<file path="src/design/gob_consts.svh">
`ifndef GOB_CONSTS_SVH
`define GOB_CONSTS_SVH
// Widths
`define GOB_CODE_W 8
`define GOB_DATA_W 32
`define GOB_ADDR_W 8
`define GOB_MILLI_W 14
`define GOB_PROD_W 21
`define GOB_NUM_COL 3
// Colour slot indices
`define GOB_IDX_RED 0
`define GOB_IDX_GREEN 1
`define GOB_IDX_BLUE 2
// Reset values
`define GOB_OFF_RST 8'h80
`define GOB_GAIN_RST 8'h00
// Register byte addresses
`define GOB_ADDR_OFF_RED 8'h00
`define GOB_ADDR_OFF_ALL 8'h0c
`define GOB_ADDR_GAIN_RED 8'h10
`define GOB_ADDR_GAIN_ALL 8'h1c
`define GOB_ADDR_STATUS 8'h20
`define GOB_REG_STRIDE 8'h04
`define GOB_ALIGN_MASK 8'h03
// Gain law in thousandths: base + code * slope / full scale
`define GOB_GAIN_BASE_MILLI 21'h00030c
`define GOB_GAIN_SLOPE_MILLI 21'h001d92
`define GOB_GAIN_FULL_SCALE 21'h0000ff
// Zero fill above the status fields
`define GOB_STAT_PAD 14'h0000
`define GOB_DATA_ZERO 32'h00000000
`define GOB_CODE_PAD 24'h000000
`endif

</file>
<file path="src/design/gob_pkg.sv">
`include "gob_consts.svh"
package gob_pkg;
   // One colour code byte
   typedef logic [`GOB_CODE_W-1:0] code_t;
   // APB data and address
   typedef logic [`GOB_DATA_W-1:0] apb_data_t;
   typedef logic [`GOB_ADDR_W-1:0] addr_t;
   // Gain in thousandths
   typedef logic [`GOB_MILLI_W-1:0] gain_milli_t;
   // Colour selection; the last value is reserved
   typedef enum logic [1:0] {COLOUR_RED, COLOUR_GREEN, COLOUR_BLUE, COLOUR_RSVD} colour_t;
endpackage

</file>
<file path="src/design/code_bus_if.sv">
`timescale 1ns/1ps
`include "gob_consts.svh"
interface code_bus_if;
   import gob_pkg::*;
   code_t offset_code [`GOB_NUM_COL]; // Stored offset codes
   code_t gain_code [`GOB_NUM_COL]; // Stored gain codes
   colour_t colour_select; // Current colour choice
   code_t sel_offset; // Selected offset code
   code_t sel_gain; // Selected gain code
   gain_milli_t gain_milli; // Selected gain in thousandths
   // Register side
   modport regs (output offset_code, gain_code, colour_select, input sel_offset, sel_gain, gain_milli);
   // Channel selector side
   modport chan (input offset_code, gain_code, colour_select, output sel_offset, sel_gain, gain_milli);
endinterface

</file>
<file path="src/design/gain_offset_register_bank.sv">
`timescale 1ns/1ps
`include "gob_consts.svh"
// What this block does
// - Three offset codes, reset to mid-scale 80h
// - Colour select picks applied offset and gain
// - Offset broadcast write loads all three
// - Three gain codes, reset to zero
// - Gain equals 0.78 plus code*7.57/255
// - Gain broadcast write loads all three
module gain_offset_register_bank (
   input wire logic core_clk,
   input wire logic rst,
   input wire logic psel,
   input wire logic penable,
   input wire logic pwrite,
   input wire gob_pkg::addr_t paddr,
   input wire gob_pkg::apb_data_t pwdata,
   output logic pready,
   output gob_pkg::apb_data_t prdata,
   output logic pslverr,
   input wire gob_pkg::colour_t colour_select,
   output gob_pkg::code_t offset_code_out,
   output gob_pkg::code_t gain_code_out,
   output gob_pkg::gain_milli_t gain_milli_out
);
   import gob_pkg::*;

   // Stored codes, one slot per colour
   code_t offset_ff [`GOB_NUM_COL];
   code_t gain_ff [`GOB_NUM_COL];

   // APB answer flops
   logic pready_ff;
   apb_data_t prdata_ff;
   logic pslverr_ff;

   // Applied channel values, registered
   code_t offset_out_ff;
   code_t gain_out_ff;
   gain_milli_t gain_milli_ff;

   // Marks the first cycle after reset release
   logic first_ff;

   // Shared code bus to the colour selector
   code_bus_if cb ();

   // Phase decode
   wire logic setup_phase = psel & ~penable; // Setup cycle
   wire logic access_fire = psel & penable & pready_ff; // Completing edge
   wire logic wr_fire = access_fire & pwrite; // Write takes effect
   wire code_t wr_byte = pwdata[`GOB_CODE_W-1:0]; // Low byte carries the code

   // Alignment check on the byte address
   wire logic addr_aligned = ((paddr & `GOB_ALIGN_MASK) == `GOB_ADDR_W'(0));

   // Broadcast location hits
   wire logic hit_off_all = addr_aligned & (paddr == `GOB_ADDR_OFF_ALL);
   wire logic hit_gain_all = addr_aligned & (paddr == `GOB_ADDR_GAIN_ALL);
   // Status location hit
   wire logic hit_status = addr_aligned & (paddr == `GOB_ADDR_STATUS);

   // Per-colour decode results
   logic [`GOB_NUM_COL-1:0] hit_off;
   logic [`GOB_NUM_COL-1:0] hit_gain;
   // Per-colour write loads
   logic [`GOB_NUM_COL-1:0] load_off;
   logic [`GOB_NUM_COL-1:0] load_gain;
   // Per-colour read contributions
   apb_data_t rd_off [`GOB_NUM_COL];
   apb_data_t rd_gain [`GOB_NUM_COL];

   // One slice per colour: decode, storage and readback
   for (genvar i = 0; i < `GOB_NUM_COL; i++) begin : g_col
      // Byte address of this colour's registers
      wire addr_t off_addr = `GOB_ADDR_OFF_RED + `GOB_ADDR_W'(i) * `GOB_REG_STRIDE;
      wire addr_t gain_addr = `GOB_ADDR_GAIN_RED + `GOB_ADDR_W'(i) * `GOB_REG_STRIDE;

      // Own-location hits
      assign hit_off[i] = addr_aligned & (paddr == off_addr);
      assign hit_gain[i] = addr_aligned & (paddr == gain_addr);

      // Load on own address or on the broadcast one
      assign load_off[i] = wr_fire & (hit_off[i] | hit_off_all);
      assign load_gain[i] = wr_fire & (hit_gain[i] | hit_gain_all);

      // Offset code storage
      always_ff @(posedge core_clk or posedge rst) begin
         if (rst) begin
            // Mid-scale after reset
            offset_ff[i] <= `GOB_OFF_RST;
         end else if (load_off[i]) begin
            // Last write wins, whichever location it used
            offset_ff[i] <= wr_byte;
         end
      end

      // Gain code storage
      always_ff @(posedge core_clk or posedge rst) begin
         if (rst) begin
            // Lowest gain after reset
            gain_ff[i] <= `GOB_GAIN_RST;
         end else if (load_gain[i]) begin
            // Last write wins, whichever location it used
            gain_ff[i] <= wr_byte;
         end
      end

      // Readback words, low byte only
      assign rd_off[i] = hit_off[i] ? {`GOB_CODE_PAD, offset_ff[i]} : `GOB_DATA_ZERO;
      assign rd_gain[i] = hit_gain[i] ? {`GOB_CODE_PAD, gain_ff[i]} : `GOB_DATA_ZERO;

      // Feed the selector
      assign cb.offset_code[i] = offset_ff[i];
      assign cb.gain_code[i] = gain_ff[i];
   end

   // Colour choice comes from same-clock logic, no synchroniser
   assign cb.colour_select = colour_select;

   // Picks the applied codes and works out the gain
   colour_channel_select u_sel (
      .cb(cb.chan)
   );

   // Status word: colour choice, applied gain, applied offset
   wire apb_data_t rd_status = hit_status ?
      {`GOB_STAT_PAD, colour_select, gain_out_ff, offset_out_ff} : `GOB_DATA_ZERO;

   // Any mapped location; broadcast ones read as zero
   wire logic addr_mapped = (|hit_off) | (|hit_gain) | hit_off_all | hit_gain_all | hit_status;

   // Combined read word
   wire apb_data_t nxt_prdata = rd_off[`GOB_IDX_RED] | rd_off[`GOB_IDX_GREEN] | rd_off[`GOB_IDX_BLUE] |
                                rd_gain[`GOB_IDX_RED] | rd_gain[`GOB_IDX_GREEN] | rd_gain[`GOB_IDX_BLUE] |
                                rd_status;

   // Ready rises for exactly the access cycle after each setup
   wire logic nxt_pready = setup_phase;
   // Unmapped or misaligned addresses answer with an error
   wire logic nxt_pslverr = setup_phase & ~addr_mapped;

   // APB answer registers
   always_ff @(posedge core_clk or posedge rst) begin
      if (rst) begin
         // Idle answer
         pready_ff <= 1'b0;
         pslverr_ff <= 1'b0;
      end else begin
         // Answer is prepared in the setup cycle
         pready_ff <= nxt_pready;
         pslverr_ff <= nxt_pslverr;
      end
   end

   // Read data, captured in setup and held through access
   always_ff @(posedge core_clk or posedge rst) begin
      if (rst) begin
         // Zero out of reset, held until the first setup
         prdata_ff <= `GOB_DATA_ZERO;
      end else if (setup_phase) begin
         // Writes and unmapped reads see zero
         prdata_ff <= pwrite ? `GOB_DATA_ZERO : nxt_prdata;
      end
   end

   // Applied channel values follow the selector one cycle later
   always_ff @(posedge core_clk or posedge rst) begin
      if (rst) begin
         // Red slot at reset values
         offset_out_ff <= `GOB_OFF_RST;
         gain_out_ff <= `GOB_GAIN_RST;
         gain_milli_ff <= `GOB_MILLI_W'(`GOB_GAIN_BASE_MILLI);
      end else begin
         // Selected colour values
         offset_out_ff <= cb.sel_offset;
         gain_out_ff <= cb.sel_gain;
         gain_milli_ff <= cb.gain_milli;
      end
   end

   // First-cycle marker for reset checks
   always_ff @(posedge core_clk or posedge rst) begin
      if (rst) begin
         // Set through reset
         first_ff <= 1'b1;
      end else begin
         // Cleared at the first edge
         first_ff <= 1'b0;
      end
   end

   // Outputs straight from flops
   assign pready = pready_ff;
   assign prdata = prdata_ff;
   assign pslverr = pslverr_ff;
   assign offset_code_out = offset_out_ff;
   assign gain_code_out = gain_out_ff;
   assign gain_milli_out = gain_milli_ff;
endmodule

</file>
<file path="src/design/colour_channel_select.sv">
`timescale 1ns/1ps
`include "gob_consts.svh"
module colour_channel_select (
   code_bus_if.chan cb
);
   import gob_pkg::*;

   // Colour decode
   wire logic is_green = (cb.colour_select == COLOUR_GREEN);
   wire logic is_blue = (cb.colour_select == COLOUR_BLUE);

   // Offset pick; red also covers the reserved value
   assign cb.sel_offset = is_green ? cb.offset_code[`GOB_IDX_GREEN] :
                          is_blue ? cb.offset_code[`GOB_IDX_BLUE] :
                          cb.offset_code[`GOB_IDX_RED];
   // Gain pick, same selection
   assign cb.sel_gain = is_green ? cb.gain_code[`GOB_IDX_GREEN] :
                        is_blue ? cb.gain_code[`GOB_IDX_BLUE] :
                        cb.gain_code[`GOB_IDX_RED];

   // Code times slope, wide enough for the full code range
   wire logic [`GOB_PROD_W-1:0] gain_prod = `GOB_PROD_W'(cb.sel_gain) * `GOB_GAIN_SLOPE_MILLI;
   // Linear gain law, truncated to whole thousandths
   wire logic [`GOB_PROD_W-1:0] gain_sum = `GOB_GAIN_BASE_MILLI + gain_prod / `GOB_GAIN_FULL_SCALE;
   assign cb.gain_milli = gain_sum[`GOB_MILLI_W-1:0];
endmodule

</file>
<file path="config.mk">
export PLATFORM = sky130hd
export DESIGN_NAME = gain_offset_register_bank
export DESIGN_NICKNAME = d
export VERILOG_FILES = /design/src/design/gob_pkg.sv /design/src/design/code_bus_if.sv /design/src/design/gain_offset_register_bank.sv /design/src/design/colour_channel_select.sv
export VERILOG_INCLUDE_DIRS = /design/src /design/src/design
export SDC_FILE = /design/constraint.sdc
export NUM_CORES = 1
export LEC_CHECK = 0
export ABC_AREA = 1
export BUFFER_PORTS_ARGS = -buffer_cell sky130_fd_sc_hd__buf_2
export CORE_ASPECT_RATIO = 1.4
export CORE_MARGIN = 10
export CORE_UTILIZATION = 40
export CTS_CLUSTER_DIAMETER = 50
export DETAILED_ROUTE_END_ITERATION = 12
export GPL_TIMING_DRIVEN = 0
export SETUP_SLACK_MARGIN = 0.15
export SYNTH_ARGS = -nofsm -noshare
export SYNTH_HDL_FRONTEND = slang
export SYNTH_SLANG_ARGS = --single-unit
</file>
<file path="constraint.sdc">
create_clock -name core_clk -period 33.9 [get_ports core_clk]
set_input_delay 5.085 -clock core_clk [delete_from_list [all_inputs] [get_ports core_clk]]
set_output_delay 5.085 -clock core_clk [all_outputs]
set_load 0.01 [all_outputs]
</file>
==> results of run 1 <==
==> per-stage QoR <==
stage / cells / hold slack [ns] / instance area, µm² / total power, µW / setup slack [ns]
floorplan: 2037 / 0.4530 / 13300 / 508.4 / 15.02
finish: 2567 / 0.4745 / 14560 / 704.7 / 11.80
CTS: 2567 / 0.4764 / 14560 / 705.2 / 11.75
detailed placement: 2551 / 0.4607 / 14250 / 596.4 / 11.41
global route: 2567 / 0.5075 / 14560 / 768.2 / 10.53
global placement: 2549 / 0.4580 / 14210 / 591.5 / 11.63
==> layout by cell type, fill, tap and decap left out, drive strengths merged, types with 2 or more instances in the layout <==
cell	count
ha	53
a31oi	3
nor2	216
nor3	24
a21oi	29
a221oi	10
nand4	57
xnor2	13
or2	2
buf	112
inv	313
o22ai	8
nand3	216
nand3b	11
a32o	11
dfstp	8
o2bb2ai	2
clkinv	9
a22o	3
o221ai	8
o21ai	83
xor2	55
o21a	2
and2	3
clkbuf	23
nand2	702
fa	20
o2111ai	3
o21bai	4
dfrtp	90
a21o	4
o211ai	7
conb	14
nor4	3
==> per-layer routing <==
metal / vias to the layer above / wire length (µm) / global-route usage
met5: - / 0 / 0
met4: 0 / 1567 / 0.08262
met2: 273 / 20750 / 0.3619
met3: 68 / 1283 / 0.02069
li1: 6647 / - / -
met1: 6028 / 16440 / 0.2113
==> registers in the layout (all words and copies together), names as in the netlist <==
register / flops
gain_code_out: 8
pslverr: 1
prdata: 18
offset_code_out: 8
pready: 1
cb.offset_code: 24
gain_milli_out: 14
cb.gain_code: 24
==> path summary, 6_finish.rpt <==
| kind | from | slack (ns) | end | depth (start not counted) |
|---|---|---|---|---|
| worst max-delay path | colour_select[1] | 11.80 | gain_milli_out[12] | 108 |
| worst min-delay path | prdata[7] | 0.47 | prdata[7] | 1 |
| worst max register to register | cb.gain_code[11] | 17.20 | gain_milli_out[12] | 104 |
| worst min register to register | prdata[7] | 0.47 | prdata[7] | 1 |
| max in group asynchronous | rst | 28.34 | offset_code_out[7] | 3 |
| min in group asynchronous | rst | 4.83 | gain_milli_out[6] | 2 |
==> power breakdown <==
group | switching [µW] | internal, µW
Clock | 49.7 | 58.3
Combinational | 310 | 161
Sequential | 1.69 | 124
==> layout make-up <==
class / instances / area, µm² / area share
flip-flops and latches: 98 / 2462 / 0.1692
clock inverters: 6 / 72.57 / 0.004986
well taps: 440 / 550.5 / 0.03782
repair buffers: 74 / 395.4 / 0.02716
inverters: 317 / 1207 / 0.08295
clock buffers: 10 / 229.0 / 0.01573
plain buffers: 51 / 479.2 / 0.03292
multi-input cells: 1571 / 9159 / 0.6292
==> cells by family after synthesis <==
family | after synthesis
and+or+nand+nor | 1235
xor gates and xnor gates | 68
AOI/OAI and AO/OA | 181
other | 1
DFF | 98
buffers and inverters | 368
adders and majority gates | 73
==> summary.md, run 1 <==
| Metric | Value |
|---|---|
| Vias in the first global route | 12,900 |
| Ratio of final minimum period to clock period | 0.6518 |
| Synthesis Warnings | 0 |
| Die Y | 235.4 µm |
| Maxcap violations | 0 |
| Hold Buf Count CTS | 0 |
| Post-synth EDFFs | 0 |
| TritonCTS clock tree | yes |
| Simple-gate share of the synthesized area | 0.4724 |
| Ys flop type | dfrtp_1 |
| Gate Count Post-Synth | 2,024 |
| Total gr overflow | 0 |
| Setup TNS Final | 0 ns |
| Minimum clock period | 22.10 ns |
| Largest family of logic cells by synthesized area | simple AND/OR/NAND/NOR gates |
| Initial DRC count | 840 |
| Arr. time, crit path | 22.37 ns |
| Startpoint Class | primary input |
| Unique masters post-synth | 68 |
| Post-Route WL | 40.04 mm |
| Most numerous cell in the Yosys netlist | nand2_1 |
| Max Buffers Root-to-Sink | 2 |
| Clock latency on the worst-skew pair | 0.38 ns |
| Die width | 173.8 µm |
| Clock sinks | 98 |
| IO buf count | 72 |
| Status | completed |
| Die area | 40,910 µm² |
| Boundary pin count | 111 |
| VDD IR max | 0.00004291 V |
| Leakage power | 0.008133 µW |
| Worst path bufs/invs | 21 |
| H-tree Lvls | 3 |
| Number of routed nets with antenna violations | 0 |
| Fraction of synthesized area in multiplexers | 0 |
| Post-synthesis xor/xnor area fraction | 0.04608 |
| GP Congestion | 0.9136 |
| Post-CTS Setup Bufs | 0 |
| Post-Syn Area per Cell | 6.547 µm² |
| Fmax | 45.25 MHz |
| Share of the synthesized area in the top cell type | 0.1700 |
| #FFs+latches synth | 98 |
| Crit path kind | primary input to register |
| Total vias in the final route | 13,020 |
| Utilization after layout | 0.4465 |
| Layout cells sized above 1 | 0.2059 |
| Total GRT Usage | 0.1921 |
| Worst Path Max Fanout | 10 |
| Largest net degree at the start of global routing | 56 |
| Worst path max stage delay | 0.81 ns |
| Synthesized area | 13,250 µm² |
| Hold Crit Class | register to register |
| Global-route wire length before repair | 65.65 mm |
| Worst setup EP type | register |
| Max_slew headroom | 0.3716 |
| Core Region | 32,600 µm² |
| HPWL Detailed | 33.75 mm |
| Clock skew | 0.01687 ns |
| Top post-synthesis cells by area | dfrtp_1 17%, nand2_1 16%, inv_1 7.8% |
| Top cells by count, synth | 554 x nand2_1, 274 x inv_1, 181 x nand3_1, 160 x nor2_1, 116 x nand2_2 |
| Drt drc | 0 |
| Starting Density | 0.4065 |
| Root buf cell | clkbuf_16 |
| Post-CTS resize count | 0 |
| Pre-Repair DR Iteration Count | 7 |
| Worst-path clk slew | 0.07 ns |
| Seq/Total Area, Yosys | 0.1858 |
| Rows | 78 |
| # diodes | 0 |
| Fill count | 3,515 |
| Power density over the cells | 48.41 nW/µm² |
| Slew Viols, Final | 0 |
| Fin. Hold Viols | 0 |
| Final setup violation count | 0 |
| Cell mode on critical path | nand2_1 |
| CP top delay family | simple AND/OR/NAND/NOR gates |
| Vias/cell | 5.071 |
| Cts bufs inserted | 9 |
| Area grow syn2layout | 9.849% |
| Synth area leader | dfrtp_1 |
| Slowest cell on crit path | a221oi_1 |
| Slew @ Worst Pin | 0.9426 ns |
| Async S/R FF share, synth | 1.000 |
| RSZ-0062 raised after global routing | no |
| Worst endpoint required time | 34.17 ns |
| Nets | 2,242 |
| Post-synthesis compound-gate area fraction | 0.08801 |
| Routed len/inst | 15.60 µm |
| Initial antenna violation count | 0 |
| Adder-cell share of the synthesized area | 0.08026 |
(Power assumes the default switching activity.)
==> inputs of run 2 (changes only) <==
==> constraint.sdc (replaced) <==
create_clock -name core_clk -period 20 [get_ports core_clk]
set_input_delay 3 -clock core_clk [delete_from_list [all_inputs] [get_ports core_clk]]
set_output_delay 3 -clock core_clk [all_outputs]
set_load 0.01 [all_outputs]
==> summary.md, run 2 (same netlist as run 1, synthesis figures left out) <==
| Metric | Value |
|---|---|
| Status | completed |
| Most common cell after layout, fill and taps aside | nand2_1 |
| Max Buffers Root-to-Sink | 2 (unchanged) |
| Pre-Repair DR Iteration Count | 5 (-2) |
| Pre-CTS WS | -0.4043 ns (-11.82 ns) |
| Slew @ Worst Pin | 0.8372 ns (-0.1054 ns) |
| RSZ-0062 raised after global routing | no |
| Post-Route WL | 40.14 mm (+0.24%) |
| Drt drc | 0 (unchanged) |
| Leakage power | 0.008170 µW (+0.45%) |
| Layout cells sized above 1 | 0.2182 (+0.01228) |
| TritonCTS clock tree | yes |
| Clock skew | 0.01594 ns (-0.0009354 ns) |
| Slew Viols, Final | 0 (unchanged) |
| Nets | 2,246 (+0.18%) |
| Total vias in the final route | 13,050 (+0.29%) |
| Worst Path Max Fanout | 10 (unchanged) |
| Maxcap violations | 0 (unchanged) |
| Initial DRC count | 759 (-9.6%) |
| Worst path bufs/invs | 24 (+14%) |
| Cts bufs inserted | 9 (unchanged) |
| Max_slew headroom | 0.4419 (+0.07026) |
| Largest net degree at the start of global routing | 56 (unchanged) |
| Arr. time, crit path | 18.95 ns (-3.42 ns) |
| Flop-to-flop setup slack | 4.07 ns (-13.13 ns) |
| Reg2reg end | gain_milli_out[12] |
| Core Region | 32,600 µm² (unchanged) |
| Number of routed nets with antenna violations | 0 (unchanged) |
| Clk pwr share | 0.153 (about the same) |
| Boundary pin count | 111 (unchanged) |
| Die width | 173.8 µm (unchanged) |
| Area grow syn2layout | 11.21% |
| VDD IR max | 0.00007439 V (+73%) |
| Ratio of final minimum period to clock period | 0.9341 |
| # diodes | 0 (unchanged) |
| Worst path max stage delay | 0.54 ns (-0.27 ns) |
| Startpoint Class | primary input |
| Cell mode on critical path | nand2_1 |
| Min-Delay Startpoint | prdata[7] |
| Starting Density | 0.4065 (unchanged) |
| Vias in the first global route | 12,900 (-0.0078%) |
| Global-route wire length before repair | 65.65 mm (about the same) |
| Hold Crit Class | register to register |
| GP Congestion | 0.9136 (unchanged) |
| Minimum clock period | 18.68 ns |
| Total GRT Usage | 0.1921 (about the same) |
| Worst Hold End | prdata[7] |
| Fin. Hold Viols | 0 (unchanged) |
| H-tree Lvls | 3 (unchanged) |
| R2R cell count | 109 (+4.8%) |
| Clock latency on the worst-skew pair | 0.38 ns (about the same) |
| Die area | 40,910 µm² (unchanged) |
| CP top delay family | simple AND/OR/NAND/NOR gates |
| Crit path kind | primary input to register |
| HPWL Detailed | 33.75 mm (unchanged) |
| Net Switching | 619.4 µW (+71%) |
| Worst-path clk slew | 0.07 ns (about the same) |
| Power density over the cells | 81.67 nW/µm² (+69%) |
| IO buf count | 72 (unchanged) |
| Total gr overflow | 0 (unchanged) |
| Routed len/inst | 15.61 µm (about the same) |
| RR Startpoint | cb.gain_code[2] |
| Root buf cell | clkbuf_16 |
| Worst setup EP type | register |
| Reg power frac | 0.177 (about the same) |
| Initial antenna violation count | 0 (unchanged) |
| Leading cell types in the layout, fill and taps excluded | 551 x nand2_1, 270 x inv_1, 179 x nand3_1 |
| Switching share of power | 0.5147 (+0.001664) |
| Internal | 584.0 µW (+70%) |
| Final hold slack | 0.4744 ns (-0.0001570 ns) |
| Final setup violation count | 0 (unchanged) |
| Hold Crit Depth | 1 (unchanged) |
| Rows | 78 (unchanged) |
| Die Y | 235.4 µm (unchanged) |
| Clock sinks | 98 (unchanged) |
| Final Worst Setup Slack | 1.318 ns (-10.48 ns) |
| Slowest cell on crit path | fa_1 |
| Critical path launch point | colour_select[1] |
| Vias/cell | 5.077 (+0.14%) |
| Combinational power share | 0.670 (+0.002) |
| Fmax | 53.53 MHz |
| Worst endpoint required time | 20.27 ns (-13.90 ns) |
[run 2: changes by cell type in the layout (fill, tap and decap cells not counted), sizes merged]
cell,before,now
buf,112,115
clkbuf,23,24
[run 2: timing repair]
item                                    4_1_cts  5_1_grt
endpoints found under the setup margin        2       10
pin swaps                                     0        4
setup buffers                                 0        4
hold buffers                                  0        0
hold endpoints to repair                      0        0
cloned                                        0        0
resized for setup                             2       34
[run 2: stage by stage]
step	cell area [µm²]	TNS (ns)	total power, µW	util	cells
after CTS	14570	0	1195	0.4469	2567
final	14740	0	1203	0.4521	2571
after floorplan	13300	0	861.7	-	2037
after detailed placement	14250	-0.7205	1011	0.4373	2551
after global placement	14210	-0.2032	1003	0.4359	2549
after global routing	14740	0	1311	0.4521	2571
[run 2: power groups by stage]
stage	logic [µW]	registers, µW	clock network (µW)
floorplan	640	221	0
global placement	786	217	0
detailed placement	794	217	0
CTS	796	213	186
global route	904	214	193
finish	807	213	184
[run 2: layout make-up]
type                       instances  area (µm²)
timing repair buffer              78       437.9
fill                            3498       17860
buffer                            51       483.0
multi-input combinational       1571        9293
inverter                         317        1207
clock buffer                      10       229.0
sequential                        98        2462
tap                              440       550.5
clock inverter                     6       72.57
[run 2: worst max path at each step]
stage | to | depth (start not counted)
after floorplan | gain_milli_out[12] | 107
after global placement | gain_milli_out[12] | 111
after detailed placement | gain_milli_out[12] | 108
after CTS | gain_milli_out[12] | 108
after global routing | gain_milli_out[12] | 110
final | gain_milli_out[12] | 112
[run 2: worst reg2reg max path: cells and delay by family (launching register included)]
kind / cells / cell delay [ns]
AOI/OAI and AO/OA: 2 / 0.40
DFF: 1 / 0.39
and+or+nand+nor: 79 / 9.44
xor gates and xnor gates: 1 / 0.21
buffers and inverters: 21 / 2.62
adders and majority gates: 6 / 2.72
[run 2: per-layer routing]
metal | share of wire | global-route usage | up-vias | wire (µm)
li1 | - | - | 6651 | -
met2 | 0.52 | 0.3620 | 297 | 20770
met3 | 0.034 | 0.02069 | 74 | 1359
met5 | 0 | 0 | - | 0
met4 | 0.041 | 0.08262 | 0 | 1645
met1 | 0.41 | 0.2113 | 6032 | 16360
